`src/design/rdtm_pkg.sv`:
```
// Package of constants and types for the remote diode temperature monitor
package rdtm_pkg;
   // Register offsets within the 16-byte space
   localparam logic [3:0] OFF_EVENT_FLAGS  = 4'h0;
   localparam logic [3:0] OFF_SMI_ENABLES  = 4'h2;
   localparam logic [3:0] OFF_IRQ_ENABLES  = 4'h4;
   localparam logic [3:0] OFF_MONITOR_CFG  = 4'h8;
   localparam logic [3:0] OFF_BANK_SELECT  = 4'h9;
   localparam logic [3:0] OFF_CHAN_CFG_ST  = 4'ha;
   localparam logic [3:0] OFF_CHAN_READING = 4'hb;
   localparam logic [3:0] OFF_CHAN_HIGH    = 4'hc;
   localparam logic [3:0] OFF_CHAN_LOW     = 4'hd;
   localparam logic [3:0] OFF_CHAN_SHUT    = 4'he;
   // Event flag bit positions per channel (alert, overtemp)
   localparam int EV_ALERT_A = 0;
   localparam int EV_OVER_A  = 1;
   localparam int EV_ALERT_B = 2;
   localparam int EV_OVER_B  = 3;
   // Channel configuration and status bit positions
   localparam int CS_ENABLE   = 0;
   localparam int CS_LOW_HIT  = 1;
   localparam int CS_HIGH_HIT = 2;
   localparam int CS_OVER_HIT = 3;
   localparam int CS_ALERT_EN = 4;
   localparam int CS_SHUT_EN  = 5;
   localparam int CS_OPEN     = 6;
   // Monitor configuration bit positions
   localparam int CFG_STANDBY = 0;
   localparam int CFG_EXT_REF = 1;
   // Reset values
   localparam logic [7:0] RST_MONITOR_CFG = 8'h03;
   localparam logic [7:0] RST_CHAN_CFG_ST = 8'h00;
   localparam logic [7:0] RST_LIMIT_HIGH  = 8'h7f;
   localparam logic [7:0] RST_LIMIT_SHUT  = 8'h7f;
   localparam logic [7:0] RST_LIMIT_LOW   = 8'hc9;
   localparam logic [7:0] RST_READING     = 8'h00;
   // Fixed readings on diode faults
   localparam logic [7:0] READ_OPEN_DIODE  = 8'h7f;
   localparam logic [7:0] READ_SHORT_DIODE = 8'h00;
   // Bank select codes
   localparam logic [3:0] BANK_REMOTE_A = 4'h0;
   localparam logic [3:0] BANK_REMOTE_B = 4'h1;
   // Wake-up sequence length after the sleep-state input turns active
   localparam int WAKE_TIME_NS   = 1000;
   localparam int CLK_PERIOD_NS  = 4;
   localparam int WAKE_CYCLES    = (WAKE_TIME_NS + CLK_PERIOD_NS - 1) / CLK_PERIOD_NS;
   localparam logic [8:0] WAKE_LAST = 9'(WAKE_CYCLES - 1);
   // Conversion sequencer states
   typedef enum logic [1:0] {ST_IDLE, ST_WAKE, ST_START, ST_WAIT} rdtm_state_t;
   // Result handed back by the converter after fault check and conversion
   typedef struct packed {
      logic       valid;
      logic       chan;
      logic       fault_open;
      logic       fault_short;
      logic [7:0] data;
   } rdtm_conv_result_t;
endpackage

```
`src/design/rdtm_top.sv`:
```
// Digital core of the two-channel remote diode temperature monitor
//
// Our own choice: the strobed register port.
`timescale 1ns/1ns
// What this block does
// Convert two diodes repeatedly into 8-bit readings
// Sleep input inactive stops conversion until wake
// Compare reading with three limits, set status
// Limit status bits stay set until cleared
// High or low status sets alert event
// Overtemp status sets overtemp event flag
// Shutdown asserts when overtemp status and enabled
// Combined plus separate per-channel shutdown outputs
// Alert asserts when enabled and high/low set
// SYSTEM_MANAGEMENT_REQUEST active when flag and enable set
// IRQ active when flag and enable set
// Two banks share 16 bytes, bank 0
// Values are two's complement, one degree LSB
// Standby bit halts conversions, registers stay accessible
// Diode fault check starts every conversion
// Open diode reads 127, sets open, alerts
// Shorted diode reads zero, no low status
// Reading register shows latest value per channel
// Event flags reset zero, fixed bit layout
// Write one clears, write zero keeps
// Limits default 127, 127 and -55
// Reading is zero until diode converts
// Host reads flags, channel, then clears
// Channel limit status bits cleared by one
// Bank code 0 is diode A, 1 B
// Config bit1 external reference, bit0 standby
// Compare once per conversion with own limits
// Channels alternate, results land in own bank
module rdtm_top (
   // Clock and reset
   input  wire logic                       I_CORE_CLK,
   input  wire logic                       I_SRST,
   // Register port
   input  wire logic [3:0]                 I_ADDR,
   input  wire logic [7:0]                 I_WDATA,
   input  wire logic                       I_WR,
   input  wire logic                       I_RD,
   output logic      [7:0]                 O_RDATA,
   // Converter handshake
   output logic                            O_CONV_START,
   output logic                            O_CONV_CHAN,
   output logic                            O_EXT_REF,
   input  wire rdtm_pkg::rdtm_conv_result_t I_CONV_RESULT,
   // Sleep-state pin, high when active
   input  wire logic                       I_SLEEP_STATE,
   // Alarm outputs
   output logic                            O_ALERT_N,
   output logic                            O_SHUTDOWN_N,
   output logic                            O_SHUTDOWN_A_N,
   output logic                            O_SHUTDOWN_B_N,
   output logic                            O_SMI_REQ_N,
   output logic                            O_IRQ_REQ
);

   // Sleep pin synchroniser and filtered level
   logic                  sleep_s1_reg;
   logic                  sleep_s2_reg;
   logic                  sleep_s3_reg;
   logic                  sleep_act_reg;
   // Common registers
   logic [3:0]            smi_en_reg;
   logic [3:0]            irq_en_reg;
   logic [7:0]            cfg_reg;
   logic [3:0]            bank_reg;
   logic [3:0]            flags_reg;
   // Per-channel registers
   logic [7:0]            chan_cs_reg   [2];
   logic [7:0]            reading_reg   [2];
   logic [7:0]            lim_high_reg  [2];
   logic [7:0]            lim_low_reg   [2];
   logic [7:0]            lim_shut_reg  [2];
   // Sequencer
   rdtm_pkg::rdtm_state_t state_reg;
   logic [8:0]            wake_cnt_reg;
   logic                  woke_reg;
   logic                  chan_reg;
   // Decoded helpers
   logic                  bank_ok;
   logic                  bank_idx;
   logic                  run_ok;
   logic                  done_ok;
   logic [7:0]            conv_value;
   logic                  hit_over;
   logic                  hit_high;
   logic                  hit_low;
   logic                  next_chan;

   // Bank decode; reserved codes reach no channel
   assign bank_ok  = (bank_reg == rdtm_pkg::BANK_REMOTE_A) ||
                     (bank_reg == rdtm_pkg::BANK_REMOTE_B);
   assign bank_idx = (bank_reg == rdtm_pkg::BANK_REMOTE_B);

   // Conversion allowed only out of standby and awake
   assign run_ok = !cfg_reg[rdtm_pkg::CFG_STANDBY] && sleep_act_reg;

   // Result accepted only for the channel asked for
   assign done_ok = (state_reg == rdtm_pkg::ST_WAIT) && I_CONV_RESULT.valid &&
                    (I_CONV_RESULT.chan == chan_reg) && run_ok;

   // Fault handling decides the stored value
   always_comb begin
      if (I_CONV_RESULT.fault_open) begin
         conv_value = rdtm_pkg::READ_OPEN_DIODE;
      end else if (I_CONV_RESULT.fault_short) begin
         conv_value = rdtm_pkg::READ_SHORT_DIODE;
      end else begin
         conv_value = I_CONV_RESULT.data;
      end
   end

   // Signed comparison against the limits of the channel just converted
   always_comb begin
      hit_over = I_CONV_RESULT.fault_open ||
                 ($signed(conv_value) > $signed(lim_shut_reg[chan_reg]));
      hit_high = I_CONV_RESULT.fault_open ||
                 ($signed(conv_value) > $signed(lim_high_reg[chan_reg]));
      hit_low  = !I_CONV_RESULT.fault_short &&
                 ($signed(conv_value) < $signed(lim_low_reg[chan_reg]));
   end

   // Next channel alternates, skipping a disabled one
   always_comb begin
      next_chan = !chan_reg;
      if (!chan_cs_reg[!chan_reg][rdtm_pkg::CS_ENABLE]) begin
         next_chan = chan_reg;
      end
   end

   // Three-stage sync; the filtered level moves once stages two and three agree
   always_ff @(posedge I_CORE_CLK) begin
      if (I_SRST) begin
         sleep_s1_reg  <= 1'b0;
         sleep_s2_reg  <= 1'b0;
         sleep_s3_reg  <= 1'b0;
         sleep_act_reg <= 1'b0;
      end else begin
         sleep_s1_reg <= I_SLEEP_STATE;
         sleep_s2_reg <= sleep_s1_reg;
         sleep_s3_reg <= sleep_s2_reg;
         if (sleep_s2_reg == sleep_s3_reg) begin
            sleep_act_reg <= sleep_s3_reg;
         end
      end
   end

   // Common control registers, written in any bank
   always_ff @(posedge I_CORE_CLK) begin
      if (I_SRST) begin
         smi_en_reg <= 4'h0;
         irq_en_reg <= 4'h0;
         cfg_reg    <= rdtm_pkg::RST_MONITOR_CFG;
         bank_reg   <= rdtm_pkg::BANK_REMOTE_A;
      end else if (I_WR) begin
         unique case (I_ADDR)
            rdtm_pkg::OFF_SMI_ENABLES: begin
               smi_en_reg <= I_WDATA[3:0];
            end
            rdtm_pkg::OFF_IRQ_ENABLES: begin
               irq_en_reg <= I_WDATA[3:0];
            end
            rdtm_pkg::OFF_MONITOR_CFG: begin
               cfg_reg <= {6'h00, I_WDATA[1:0]};
            end
            rdtm_pkg::OFF_BANK_SELECT: begin
               bank_reg <= I_WDATA[3:0];
            end
            default: begin
               // Other offsets hold nothing common
            end
         endcase
      end
   end

   // Limits: software writes to the selected bank only
   always_ff @(posedge I_CORE_CLK) begin
      if (I_SRST) begin
         for (int c = 0; c < 2; c++) begin
            lim_high_reg[c] <= rdtm_pkg::RST_LIMIT_HIGH;
            lim_low_reg[c]  <= rdtm_pkg::RST_LIMIT_LOW;
            lim_shut_reg[c] <= rdtm_pkg::RST_LIMIT_SHUT;
         end
      end else if (I_WR && bank_ok) begin
         if (I_ADDR == rdtm_pkg::OFF_CHAN_HIGH) begin
            lim_high_reg[bank_idx] <= I_WDATA;
         end
         if (I_ADDR == rdtm_pkg::OFF_CHAN_LOW) begin
            lim_low_reg[bank_idx] <= I_WDATA;
         end
         if (I_ADDR == rdtm_pkg::OFF_CHAN_SHUT) begin
            lim_shut_reg[bank_idx] <= I_WDATA;
         end
      end
   end

   // Readings: only the channel just converted is updated
   always_ff @(posedge I_CORE_CLK) begin
      if (I_SRST) begin
         for (int c = 0; c < 2; c++) begin
            reading_reg[c] <= rdtm_pkg::RST_READING;
         end
      end else if (done_ok) begin
         reading_reg[chan_reg] <= conv_value;
      end
   end

   // Channel configuration and sticky status; a hit beats a same-cycle clear
   always_ff @(posedge I_CORE_CLK) begin
      if (I_SRST) begin
         for (int c = 0; c < 2; c++) begin
            chan_cs_reg[c] <= rdtm_pkg::RST_CHAN_CFG_ST;
         end
      end else begin
         for (int c = 0; c < 2; c++) begin
            if (I_WR && bank_ok && bank_idx == c[0] && I_ADDR == rdtm_pkg::OFF_CHAN_CFG_ST) begin
               chan_cs_reg[c][rdtm_pkg::CS_ENABLE]   <= I_WDATA[rdtm_pkg::CS_ENABLE];
               chan_cs_reg[c][rdtm_pkg::CS_ALERT_EN] <= I_WDATA[rdtm_pkg::CS_ALERT_EN];
               chan_cs_reg[c][rdtm_pkg::CS_SHUT_EN]  <= I_WDATA[rdtm_pkg::CS_SHUT_EN];
               // Write one clears, write zero keeps
               chan_cs_reg[c][3:1] <= chan_cs_reg[c][3:1] & ~I_WDATA[3:1];
            end
            if (done_ok && chan_reg == c[0]) begin
               // Hit bits sticky set, never cleared by a later good reading
               if (hit_over) begin
                  chan_cs_reg[c][rdtm_pkg::CS_OVER_HIT] <= 1'b1;
               end
               if (hit_high) begin
                  chan_cs_reg[c][rdtm_pkg::CS_HIGH_HIT] <= 1'b1;
               end
               if (hit_low) begin
                  chan_cs_reg[c][rdtm_pkg::CS_LOW_HIT] <= 1'b1;
               end
               chan_cs_reg[c][rdtm_pkg::CS_OPEN] <= I_CONV_RESULT.fault_open;
            end
         end
      end
   end

   // Event flags mirror the channel status; they fall when software clears it
   always_ff @(posedge I_CORE_CLK) begin
      if (I_SRST) begin
         flags_reg <= 4'h0;
      end else begin
         flags_reg[rdtm_pkg::EV_ALERT_A] <= chan_cs_reg[0][rdtm_pkg::CS_HIGH_HIT] |
                                            chan_cs_reg[0][rdtm_pkg::CS_LOW_HIT];
         flags_reg[rdtm_pkg::EV_OVER_A]  <= chan_cs_reg[0][rdtm_pkg::CS_OVER_HIT];
         flags_reg[rdtm_pkg::EV_ALERT_B] <= chan_cs_reg[1][rdtm_pkg::CS_HIGH_HIT] |
                                            chan_cs_reg[1][rdtm_pkg::CS_LOW_HIT];
         flags_reg[rdtm_pkg::EV_OVER_B]  <= chan_cs_reg[1][rdtm_pkg::CS_OVER_HIT];
      end
   end

   // Sequencer: wake, start (fault check then convert), wait for result
   always_ff @(posedge I_CORE_CLK) begin
      if (I_SRST) begin
         state_reg    <= rdtm_pkg::ST_IDLE;
         wake_cnt_reg <= 9'h000;
         woke_reg     <= 1'b0;
         chan_reg     <= 1'b0;
         O_CONV_START <= 1'b0;
      end else begin
         O_CONV_START <= 1'b0;
         // Sleeping loses the wake-up; standby alone does not
         if (!sleep_act_reg) begin
            woke_reg <= 1'b0;
         end
         unique case (state_reg)
            rdtm_pkg::ST_IDLE: begin
               if (run_ok && !woke_reg) begin
                  wake_cnt_reg <= 9'h000;
                  state_reg    <= rdtm_pkg::ST_WAKE;
               end else if (run_ok) begin
                  state_reg <= rdtm_pkg::ST_START;
               end
            end
            rdtm_pkg::ST_WAKE: begin
               if (!run_ok) begin
                  state_reg <= rdtm_pkg::ST_IDLE;
               end else if (wake_cnt_reg == rdtm_pkg::WAKE_LAST) begin
                  woke_reg  <= 1'b1;
                  state_reg <= rdtm_pkg::ST_START;
               end else begin
                  wake_cnt_reg <= wake_cnt_reg + 9'h001;
               end
            end
            rdtm_pkg::ST_START: begin
               if (!run_ok) begin
                  state_reg <= rdtm_pkg::ST_IDLE;
               end else if (chan_cs_reg[chan_reg][rdtm_pkg::CS_ENABLE]) begin
                  // Each start runs the diode fault check first
                  O_CONV_START <= 1'b1;
                  state_reg    <= rdtm_pkg::ST_WAIT;
               end else begin
                  chan_reg <= !chan_reg;
               end
            end
            rdtm_pkg::ST_WAIT: begin
               if (!run_ok) begin
                  // A result arriving later is dropped
                  state_reg <= rdtm_pkg::ST_IDLE;
               end else if (done_ok) begin
                  chan_reg  <= next_chan;
                  state_reg <= rdtm_pkg::ST_START;
               end
            end
         endcase
      end
   end

   // Register read data, valid only in the cycle after the strobe
   always_ff @(posedge I_CORE_CLK) begin
      if (I_SRST) begin
         O_RDATA <= 8'h00;
      end else if (I_RD) begin
         O_RDATA <= 8'h00;
         unique case (I_ADDR)
            rdtm_pkg::OFF_EVENT_FLAGS:  O_RDATA <= {4'h0, flags_reg};
            rdtm_pkg::OFF_SMI_ENABLES:  O_RDATA <= {4'h0, smi_en_reg};
            rdtm_pkg::OFF_IRQ_ENABLES:  O_RDATA <= {4'h0, irq_en_reg};
            rdtm_pkg::OFF_MONITOR_CFG:  O_RDATA <= cfg_reg;
            rdtm_pkg::OFF_BANK_SELECT:  O_RDATA <= {4'h0, bank_reg};
            rdtm_pkg::OFF_CHAN_CFG_ST:  O_RDATA <= bank_ok ? chan_cs_reg[bank_idx] : 8'h00;
            rdtm_pkg::OFF_CHAN_READING: O_RDATA <= bank_ok ? reading_reg[bank_idx] : 8'h00;
            rdtm_pkg::OFF_CHAN_HIGH:    O_RDATA <= bank_ok ? lim_high_reg[bank_idx] : 8'h00;
            rdtm_pkg::OFF_CHAN_LOW:     O_RDATA <= bank_ok ? lim_low_reg[bank_idx] : 8'h00;
            rdtm_pkg::OFF_CHAN_SHUT:    O_RDATA <= bank_ok ? lim_shut_reg[bank_idx] : 8'h00;
            default:                    O_RDATA <= 8'h00;
         endcase
      end else begin
         O_RDATA <= 8'h00;
      end
   end

   // Alarm and request outputs, all registered from status and flags
   always_ff @(posedge I_CORE_CLK) begin
      if (I_SRST) begin
         O_ALERT_N      <= 1'b1;
         O_SHUTDOWN_N   <= 1'b1;
         O_SHUTDOWN_A_N <= 1'b1;
         O_SHUTDOWN_B_N <= 1'b1;
         O_SMI_REQ_N    <= 1'b1;
         O_IRQ_REQ      <= 1'b0;
         O_CONV_CHAN    <= 1'b0;
         O_EXT_REF      <= 1'b1;
      end else begin
         O_ALERT_N <= !((chan_cs_reg[0][rdtm_pkg::CS_ALERT_EN] &&
                         (chan_cs_reg[0][rdtm_pkg::CS_HIGH_HIT] ||
                          chan_cs_reg[0][rdtm_pkg::CS_LOW_HIT])) ||
                        (chan_cs_reg[1][rdtm_pkg::CS_ALERT_EN] &&
                         (chan_cs_reg[1][rdtm_pkg::CS_HIGH_HIT] ||
                          chan_cs_reg[1][rdtm_pkg::CS_LOW_HIT])));
         O_SHUTDOWN_A_N <= !(chan_cs_reg[0][rdtm_pkg::CS_SHUT_EN] &&
                             chan_cs_reg[0][rdtm_pkg::CS_OVER_HIT]);
         O_SHUTDOWN_B_N <= !(chan_cs_reg[1][rdtm_pkg::CS_SHUT_EN] &&
                             chan_cs_reg[1][rdtm_pkg::CS_OVER_HIT]);
         O_SHUTDOWN_N   <= !((chan_cs_reg[0][rdtm_pkg::CS_SHUT_EN] &&
                              chan_cs_reg[0][rdtm_pkg::CS_OVER_HIT]) ||
                             (chan_cs_reg[1][rdtm_pkg::CS_SHUT_EN] &&
                              chan_cs_reg[1][rdtm_pkg::CS_OVER_HIT]));
         O_SMI_REQ_N <= !(|(flags_reg & smi_en_reg));
         O_IRQ_REQ   <= |(flags_reg & irq_en_reg);
         O_CONV_CHAN <= (state_reg == rdtm_pkg::ST_START) ? chan_reg : O_CONV_CHAN;
         O_EXT_REF   <= cfg_reg[rdtm_pkg::CFG_EXT_REF];
      end
   end
endmodule // rdtm_top

```
`config.mk`:
```
export PLATFORM = sky130hd
export DESIGN_NAME = rdtm_top
export DESIGN_NICKNAME = d
export VERILOG_FILES = /design/src/design/rdtm_pkg.sv /design/src/design/rdtm_top.sv
export SDC_FILE = /design/constraint.sdc
export NUM_CORES = 1
export LEC_CHECK = 0
export ABC_AREA = 0
export ABC_CLOCK_PERIOD_IN_PS = 2500
export BUFFER_PORTS_ARGS = -buffer_cell sky130_fd_sc_hd__buf_2
export CORE_ASPECT_RATIO = 2
export CORE_UTILIZATION = 30
export DETAILED_ROUTE_END_ITERATION = 12
export PLACE_DENSITY = 0.55
export SLEW_MARGIN = 15
export SYNTH_ARGS = -nofsm -noshare
export SYNTH_HDL_FRONTEND = slang
export SYNTH_SLANG_ARGS = --single-unit
```
`constraint.sdc`:
```
create_clock -name I_CORE_CLK -period 2.5 [get_ports I_CORE_CLK]
set_input_delay 0.5 -clock I_CORE_CLK [delete_from_list [all_inputs] [get_ports I_CORE_CLK]]
set_output_delay 0.5 -clock I_CORE_CLK [all_outputs]
set_load 0.05 [all_outputs]
```
==> metrics.cfg, run 1 <==
[synth]
syn_area_per_cell_um2 = 10.4
synth_cells = 637
synth.area.top_cells = edfxtp_1 (35%), dfxtp_1 (16%), mux2i_1 (5.7%)
synth_nets = 684
synth-seq-cells = 131
syn_area_um2 = 6620
ys_seq_area_share_pct = 51.4
ys.flop_type = edfxtp_1
synth_warnings = 0
synth_top_cell_by_area = edfxtp_1
synth_top_area_share_pct = 35.4
synth_cell_types = 63
synth-edff-count = 78
async_flop_share_pct = 0

[sta]
worst_slew_pin_slew_ns = 0.615
max_freq_mhz = 410
final_max_slew_viol_count = 0
final.setup.tns_ns = 0
skew_ns = 0.00849
setup_ws_ns = 0.0619
finalSetupViolations = 0
min_period_over_period_pct = 97.5
hold_viol_final = 0
rsz0062_at_grt = true
fin_crit_ns = 2.44
max_slew_margin_pct = 58.9

[min_path]
hold_depth = 2
min_to = sleep_s1_reg
hold_class = in -> reg
min_from = I_SLEEP_STATE

[clocking]
post_cts_buffers = 0
tritoncts = yes
clockBufferDepth = 2
clock_sinks = 131
numCtsBuffers = 17
cts-root-buf = clkbuf_16
insertion_delay_ns = 0.43
clk_pin_slew_worst_paths_ns = 0.06
htreeDepth = 4

[power]
p_total_w = 0.00538
pwr-share-comb_pct = 8.4
p_sw_share_pct = 24.1
p_leak_nw = 3.03
clockPowerShare_pct = 47.6
seqPwrFrac_pct = 44.0
worst_ir_drop_vdd_mv = 0.441
pwr_density_cell_nw_per_um2 = 658
p_switching_w = 0.00130
p_int_w = 0.00408

[floorplanning]
fp.dieH_um = 212
num_rows = 76
dieArea_um2 = 22700
ios = 46
core_area_um2 = 21600
start_util_pct = 30.7
die_w_um = 107

[placement]
gp_congestion = 0.949
place_inst = 981
dpl_worst_slack_ns = -0.343
io_buffers = 45
dp_hpwl_um = 16200

[job]
drv_cap = 0

[layout]
drive_gt1_share_pct = 24.9
fillers = 2122
final_cells = 1013
area_growth_pct = 23.6
nNetsFinal = 774
multi_input_area_um2 = 3070
n_antenna_cell = 0
regArea_um2 = 3400

[setup_path]
critPathArrivalTime_ns = 2.62
crit_cells = 10
rrSetupSlack_ns = 0.06
crit_chain = buf_12 > mux2i_2 > ha_1 > a21o_1 > a21oi_2 > nand3_1 > o211ai_1 > buf_4 > a21oi_1 > a31o_2
critPathTopFamily = compound AO/OA/AOI/OAI gates
worstPathRequired_ns = 2.68
critPathKind = reg -> reg
slowest_stage = dfxtp_2
worstReg2RegEnd = chan_cs_reg[0][2]
rr_worst_depth = 10
crit_path_end_kind = flip-flop
crit_buf_inv = 2
cp-start-kind = flip-flop
cpPeakStageDelay_ns = 0.34
cp_max_fo = 10

[detailed_routing]
ant_nets = 0
num_vias = 5253
drc = 0
routed_via_density = 5.19
wl_per_cell_um = 20.2
first_pass_iters = 5
routed_wl_um = 20400
first_iter_violations = 341

[global_routing]
grt_use_total_pct = 19.1
grt_pass1_wl_um = 31300
gr-total-overflow = 0
grt_pass1_vias = 5402
grt_max_degree = 22
grt_antenna_before_repair = 0

[status]
status = complete, no violations

==> worst reg2reg max path, stage by stage (launching register included) <==
cell and delay (ns):
dfxtp_2 0.34, buf_12 0.15, mux2i_2 0.23, ha_1 0.27
a21o_1 0.17, a21oi_2 0.18, nand3_1 0.09, o211ai_1 0.29
buf_4 0.18, a21oi_1 0.07, a31o_2 0.22
==> cell usage in the layout (no fill, tap or decap), types with 4 or more instances in the layout <==
master / count
o21bai_1: 4
a21oi_2: 5
nand2_1: 44
a222oi_1: 6
a21oi_1: 23
nand2b_1: 27
or2_2: 19
buf_2: 45
a22oi_1: 23
a221oi_1: 5
clkinv_4: 4
nand4_1: 7
nor3_1: 13
nor2b_1: 11
edfxtp_1: 78
buf_4: 54
mux2i_1: 34
nand3_1: 16
and2_1: 12
a31oi_1: 10
o21ai_0: 6
and3_1: 8
o21ai_1: 4
dfxtp_1: 52
nor2_1: 73
and4_1: 5
or3_1: 8
clkbuf_16: 17
ha_1: 18
xor2_1: 7
a21o_1: 5
mux2_2: 8
inv_1: 19
==> kinds of logic after synthesis <==
| logic type | Yosys count | share of synthesized area, % |
|---|---|---|
| AOI/OAI and AO/OA | 113 | 11.9 |
| xor gates and xnor gates | 10 | 1.32 |
| adders and majority gates | 21 | 3.86 |
| buffers and inverters | 50 | 3.14 |
| DFF | 131 | 51.4 |
| muxes | 47 | 7.28 |
| and+or+nand+nor | 265 | 21.1 |
==> Yosys cell counts (all sizes together) (3+ instances only) <==
| cell | count |
|---|---|
| or3 | 8 |
| a21oi | 28 |
| a31oi | 11 |
| buf | 13 |
| a221oi | 5 |
| inv | 19 |
| a21boi | 3 |
| nand2 | 44 |
| and4 | 5 |
| ha | 18 |
| a222oi | 6 |
| nand3 | 16 |
| o21bai | 4 |
| and3 | 8 |
| nor2 | 74 |
| edfxtp | 78 |
| o21ai | 10 |
| nand2b | 28 |
| maj3 | 3 |
| or2 | 19 |
| xor2 | 7 |
| clkbuf | 18 |
| nor2b | 11 |
| a22oi | 23 |
| dfxtp | 53 |
| mux2 | 9 |
| a21o | 5 |
| mux2i | 38 |
| and2 | 12 |
| nand4 | 7 |
| xnor2 | 3 |
| nand3b | 3 |
| nor3 | 16 |
| and3b | 3 |
| a211oi | 3 |
==> how the worst max path moves through the flow <==
stage,endpoint,slack [ns]
after CTS,chan_cs_reg[0][2],0.01
after detailed placement,chan_cs_reg[0][2],-0.34
after global routing,chan_cs_reg[1][2],-0.03
final,chan_cs_reg[0][2],0.06
after floorplan,chan_cs_reg[1][3],0.005
after global placement,chan_cs_reg[1][2],-0.33
==> power by group through the flow <==
stage	clock network [W]	logic [W]	registers, W
2_1_floorplan	0	0.000240	0.00241
3_3_place_gp	0	0.000449	0.00241
3_5_place_dp	0	0.000449	0.00241
4_1_cts	0.00260	0.000453	0.00236
5_1_grt	0.00269	0.000494	0.00237
6_report	0.00256	0.000452	0.00237
==> routing by layer <==
layer	share of wire, %	wire (um)	vias up	track usage, %
met5	0	0	-	0
met4	5.9	1200	0	13.2
met3	3.6	726	53	3.03
met2	55	11300	166	35.9
met1	35	7170	2520	18.8
li1	-	-	2514	-
==> through the flow <==
| step | hold slack [ns] | cell area [um^2] | util (%) |
|---|---|---|---|
| after floorplan | 0.414 | 6650 | - |
| after global placement | 0.417 | 7530 | 34.9 |
| after detailed placement | 0.428 | 7530 | 34.9 |
| after CTS | 0.272 | 8150 | 37.8 |
| after global routing | 0.275 | 8180 | 37.9 |
| final | 0.284 | 8180 | 37.9 |
==> area by class of cell <==
cell class	count	area share (%)
Clock buffer	18	5.25
Inverter	19	0.872
Multi-Input combinational cell	456	37.6
Clock inverter	14	2.17
Tap cell	273	4.18
Timing Repair Buffer	102	8.34
Sequential cell	131	41.6
==> timing repair <==
action,CTS,global route
hold buffers,0,0
pin swaps,2,4
resized for setup,4,7
endpoints found under the setup margin,4,8
No activity file was read; power rests on OpenSTA's default activity.
==> run 2, diff against run 1 <==
--- a/config.mk
+++ b/config.mk
@@ -8,7 +8,6 @@
 export ABC_AREA = 0
 export ABC_CLOCK_PERIOD_IN_PS = 2500
 export BUFFER_PORTS_ARGS = -buffer_cell sky130_fd_sc_hd__buf_2
-export CORE_ASPECT_RATIO = 2
 export CORE_UTILIZATION = 30
 export DETAILED_ROUTE_END_ITERATION = 12
 export PLACE_DENSITY = 0.55
==> run 2 against run 1 <==
  * Via count is 0.53% higher
  * Count of clock-buffer cells in the layout is 5 higher
  * Routed wire length is 5.0% lower
  * Highest routed layer unchanged
  * Sequential cell count stayed put
  * Combinational power is 5.3% lower
  * Sequential share of layout area is 0.71 points higher
  * Critical endpoint is now chan_cs_reg[1][3]
  * First-iteration DRC count is 56% higher
  * Power is 5.4% lower
==> metrics.cfg, run 2 (same netlist as run 1, synthesis figures left out) <==
[setup_path]
critPathArrivalTime_ns = 2.59
worstPathRequired_ns = 2.67
crit_path_end_kind = flip-flop
cp-start-kind = flip-flop
critPathKind = reg -> reg
cp_max_fo = 18

[status]
status = complete, no violations

[placement]
io_buffers = 45
dp_hpwl_um = 14800
place_inst = 973
gp_congestion = 0.835

[power]
p_sw_share_pct = 23.9
p_leak_nw = 2.97
worst_ir_drop_vdd_mv = 0.376
p_int_w = 0.00387
pwr_density_cell_nw_per_um2 = 633
pwr-share-comb_pct = 8.4
p_total_w = 0.00509
clockPowerShare_pct = 45.0
p_switching_w = 0.00122
seqPwrFrac_pct = 46.6

[global_routing]
grt_max_degree = 20
grt_antenna_before_repair = 0
grt_use_total_pct = 18.1
grt_pass1_wl_um = 29600
gr-total-overflow = 0
grt_pass1_vias = 4956

[sta]
fin_crit_ns = 2.43
max_slew_margin_pct = 67.8
max_freq_mhz = 412
min_period_over_period_pct = 97.1
holdWs_ns = 0.290
hold_viol_final = 0
finalSetupViolations = 0
worst_slew_pin_slew_ns = 0.482
skew_ns = 0.0100
rsz0062_at_grt = true
final_max_slew_viol_count = 0

[floorplanning]
fp.dieH_um = 151
dieArea_um2 = 22700
num_rows = 53
die_w_um = 151
start_util_pct = 31.0
ios = 46
core_area_um2 = 21400

[min_path]
hold_class = in -> reg

[clocking]
clock_sinks = 131
htreeDepth = 4
clk_pin_slew_worst_paths_ns = 0.06
insertion_delay_ns = 0.42
clockBufferDepth = 2
cts-resized-gates = 0
cts-root-buf = clkbuf_16
tritoncts = yes
post_cts_buffers = 0
numCtsBuffers = 17
holdBufCountCts = 0

[layout]
final_cells = 1005
area_growth_pct = 21.5
n_antenna_cell = 0
layout_common_cells = edfxtp_1 (78), nor2_1 (73), dfxtp_1 (53)
nNetsFinal = 764
fillers = 2118
drive_gt1_share_pct = 23.3
layout_commonest_cell = edfxtp_1

[detailed_routing]
routed_wl_um = 19400
routed_via_density = 5.25
wl_per_cell_um = 19.3
ant_nets = 0
drc = 0
num_vias = 5281
first_pass_iters = 6
first_iter_violations = 531

[job]
drv_cap = 0

==> run 2: changes by cell type in the layout (fill, tap and decap cells not counted), moves of 3 or more <==
cell / delta
inv_6: -3
buf_4: -10
bufinv_16: -3
clkinvlp_4: -3
clkinv_2: +6
==> run 2: final cells by class <==
| type | instances | area [um^2] | share of cell area [%] |
|---|---|---|---|
| Multi-Input combinational cell | 456 | 3060 | 38.0 |
| Tap cell | 275 | 344 | 4.28 |
| Sequential cell | 131 | 3400 | 42.3 |
| Inverter | 19 | 71.3 | 0.887 |
| Clock inverter | 9 | 53.8 | 0.669 |
| Timing Repair Buffer | 92 | 616 | 7.66 |
| Clock buffer | 23 | 493 | 6.13 |
==> run 2: final timing paths <==
path,depth (start not counted),to,slack [ns],start
max reg2reg,7,chan_cs_reg[1][3],0.07,flip-flop
max,7,chan_cs_reg[1][3],0.07,flip-flop
min reg2reg,1,sleep_s2_reg,0.44,sleep_s1_reg
min,2,sleep_s1_reg,0.29,I_SLEEP_STATE
==> run 2: critical path: stages, from the launching register on <==
cell and delay (ns):
dfxtp_1 0.35, buf_12 0.19, mux2i_1 0.41, ha_1 0.21
nand4_1 0.13, or4_4 0.55, a31oi_4 0.21, o21ai_1 0.10
==> run 2: power by group through the flow <==
stage	clock, W	sequential [W]	combinational (W)
after floorplan	0	0.00241	0.000240
after global placement	0	0.00241	0.000423
after detailed placement	0	0.00241	0.000424
after CTS	0.00234	0.00237	0.000427
after global routing	0.00242	0.00237	0.000469
final	0.00229	0.00237	0.000428
==> run 2: layer usage <==
metal / track usage (%) / vias to the layer above / wire length (um)
met1: 25.5 / 2560 / 9310
met3: 4.21 / 33 / 1190
met5: 0 / - / 0
li1: - / 2497 / -
met2: 26.8 / 191 / 8460
met4: 6.52 / 0 / 441
==> run 2: per-stage QoR <==
stage                     setup WS, ns  setup TNS [ns]  util (%)  instance area [um^2]
final                           0.0728               0      37.6                  8040
after global routing          -0.00326        -0.00326      37.6                  8040
after CTS                       0.0626               0      37.5                  8020
after detailed placement       -0.0669          -0.286      35.0                  7470
after global placement         -0.0160         -0.0366      35.0                  7470
after floorplan                0.00497               0         -                  6650
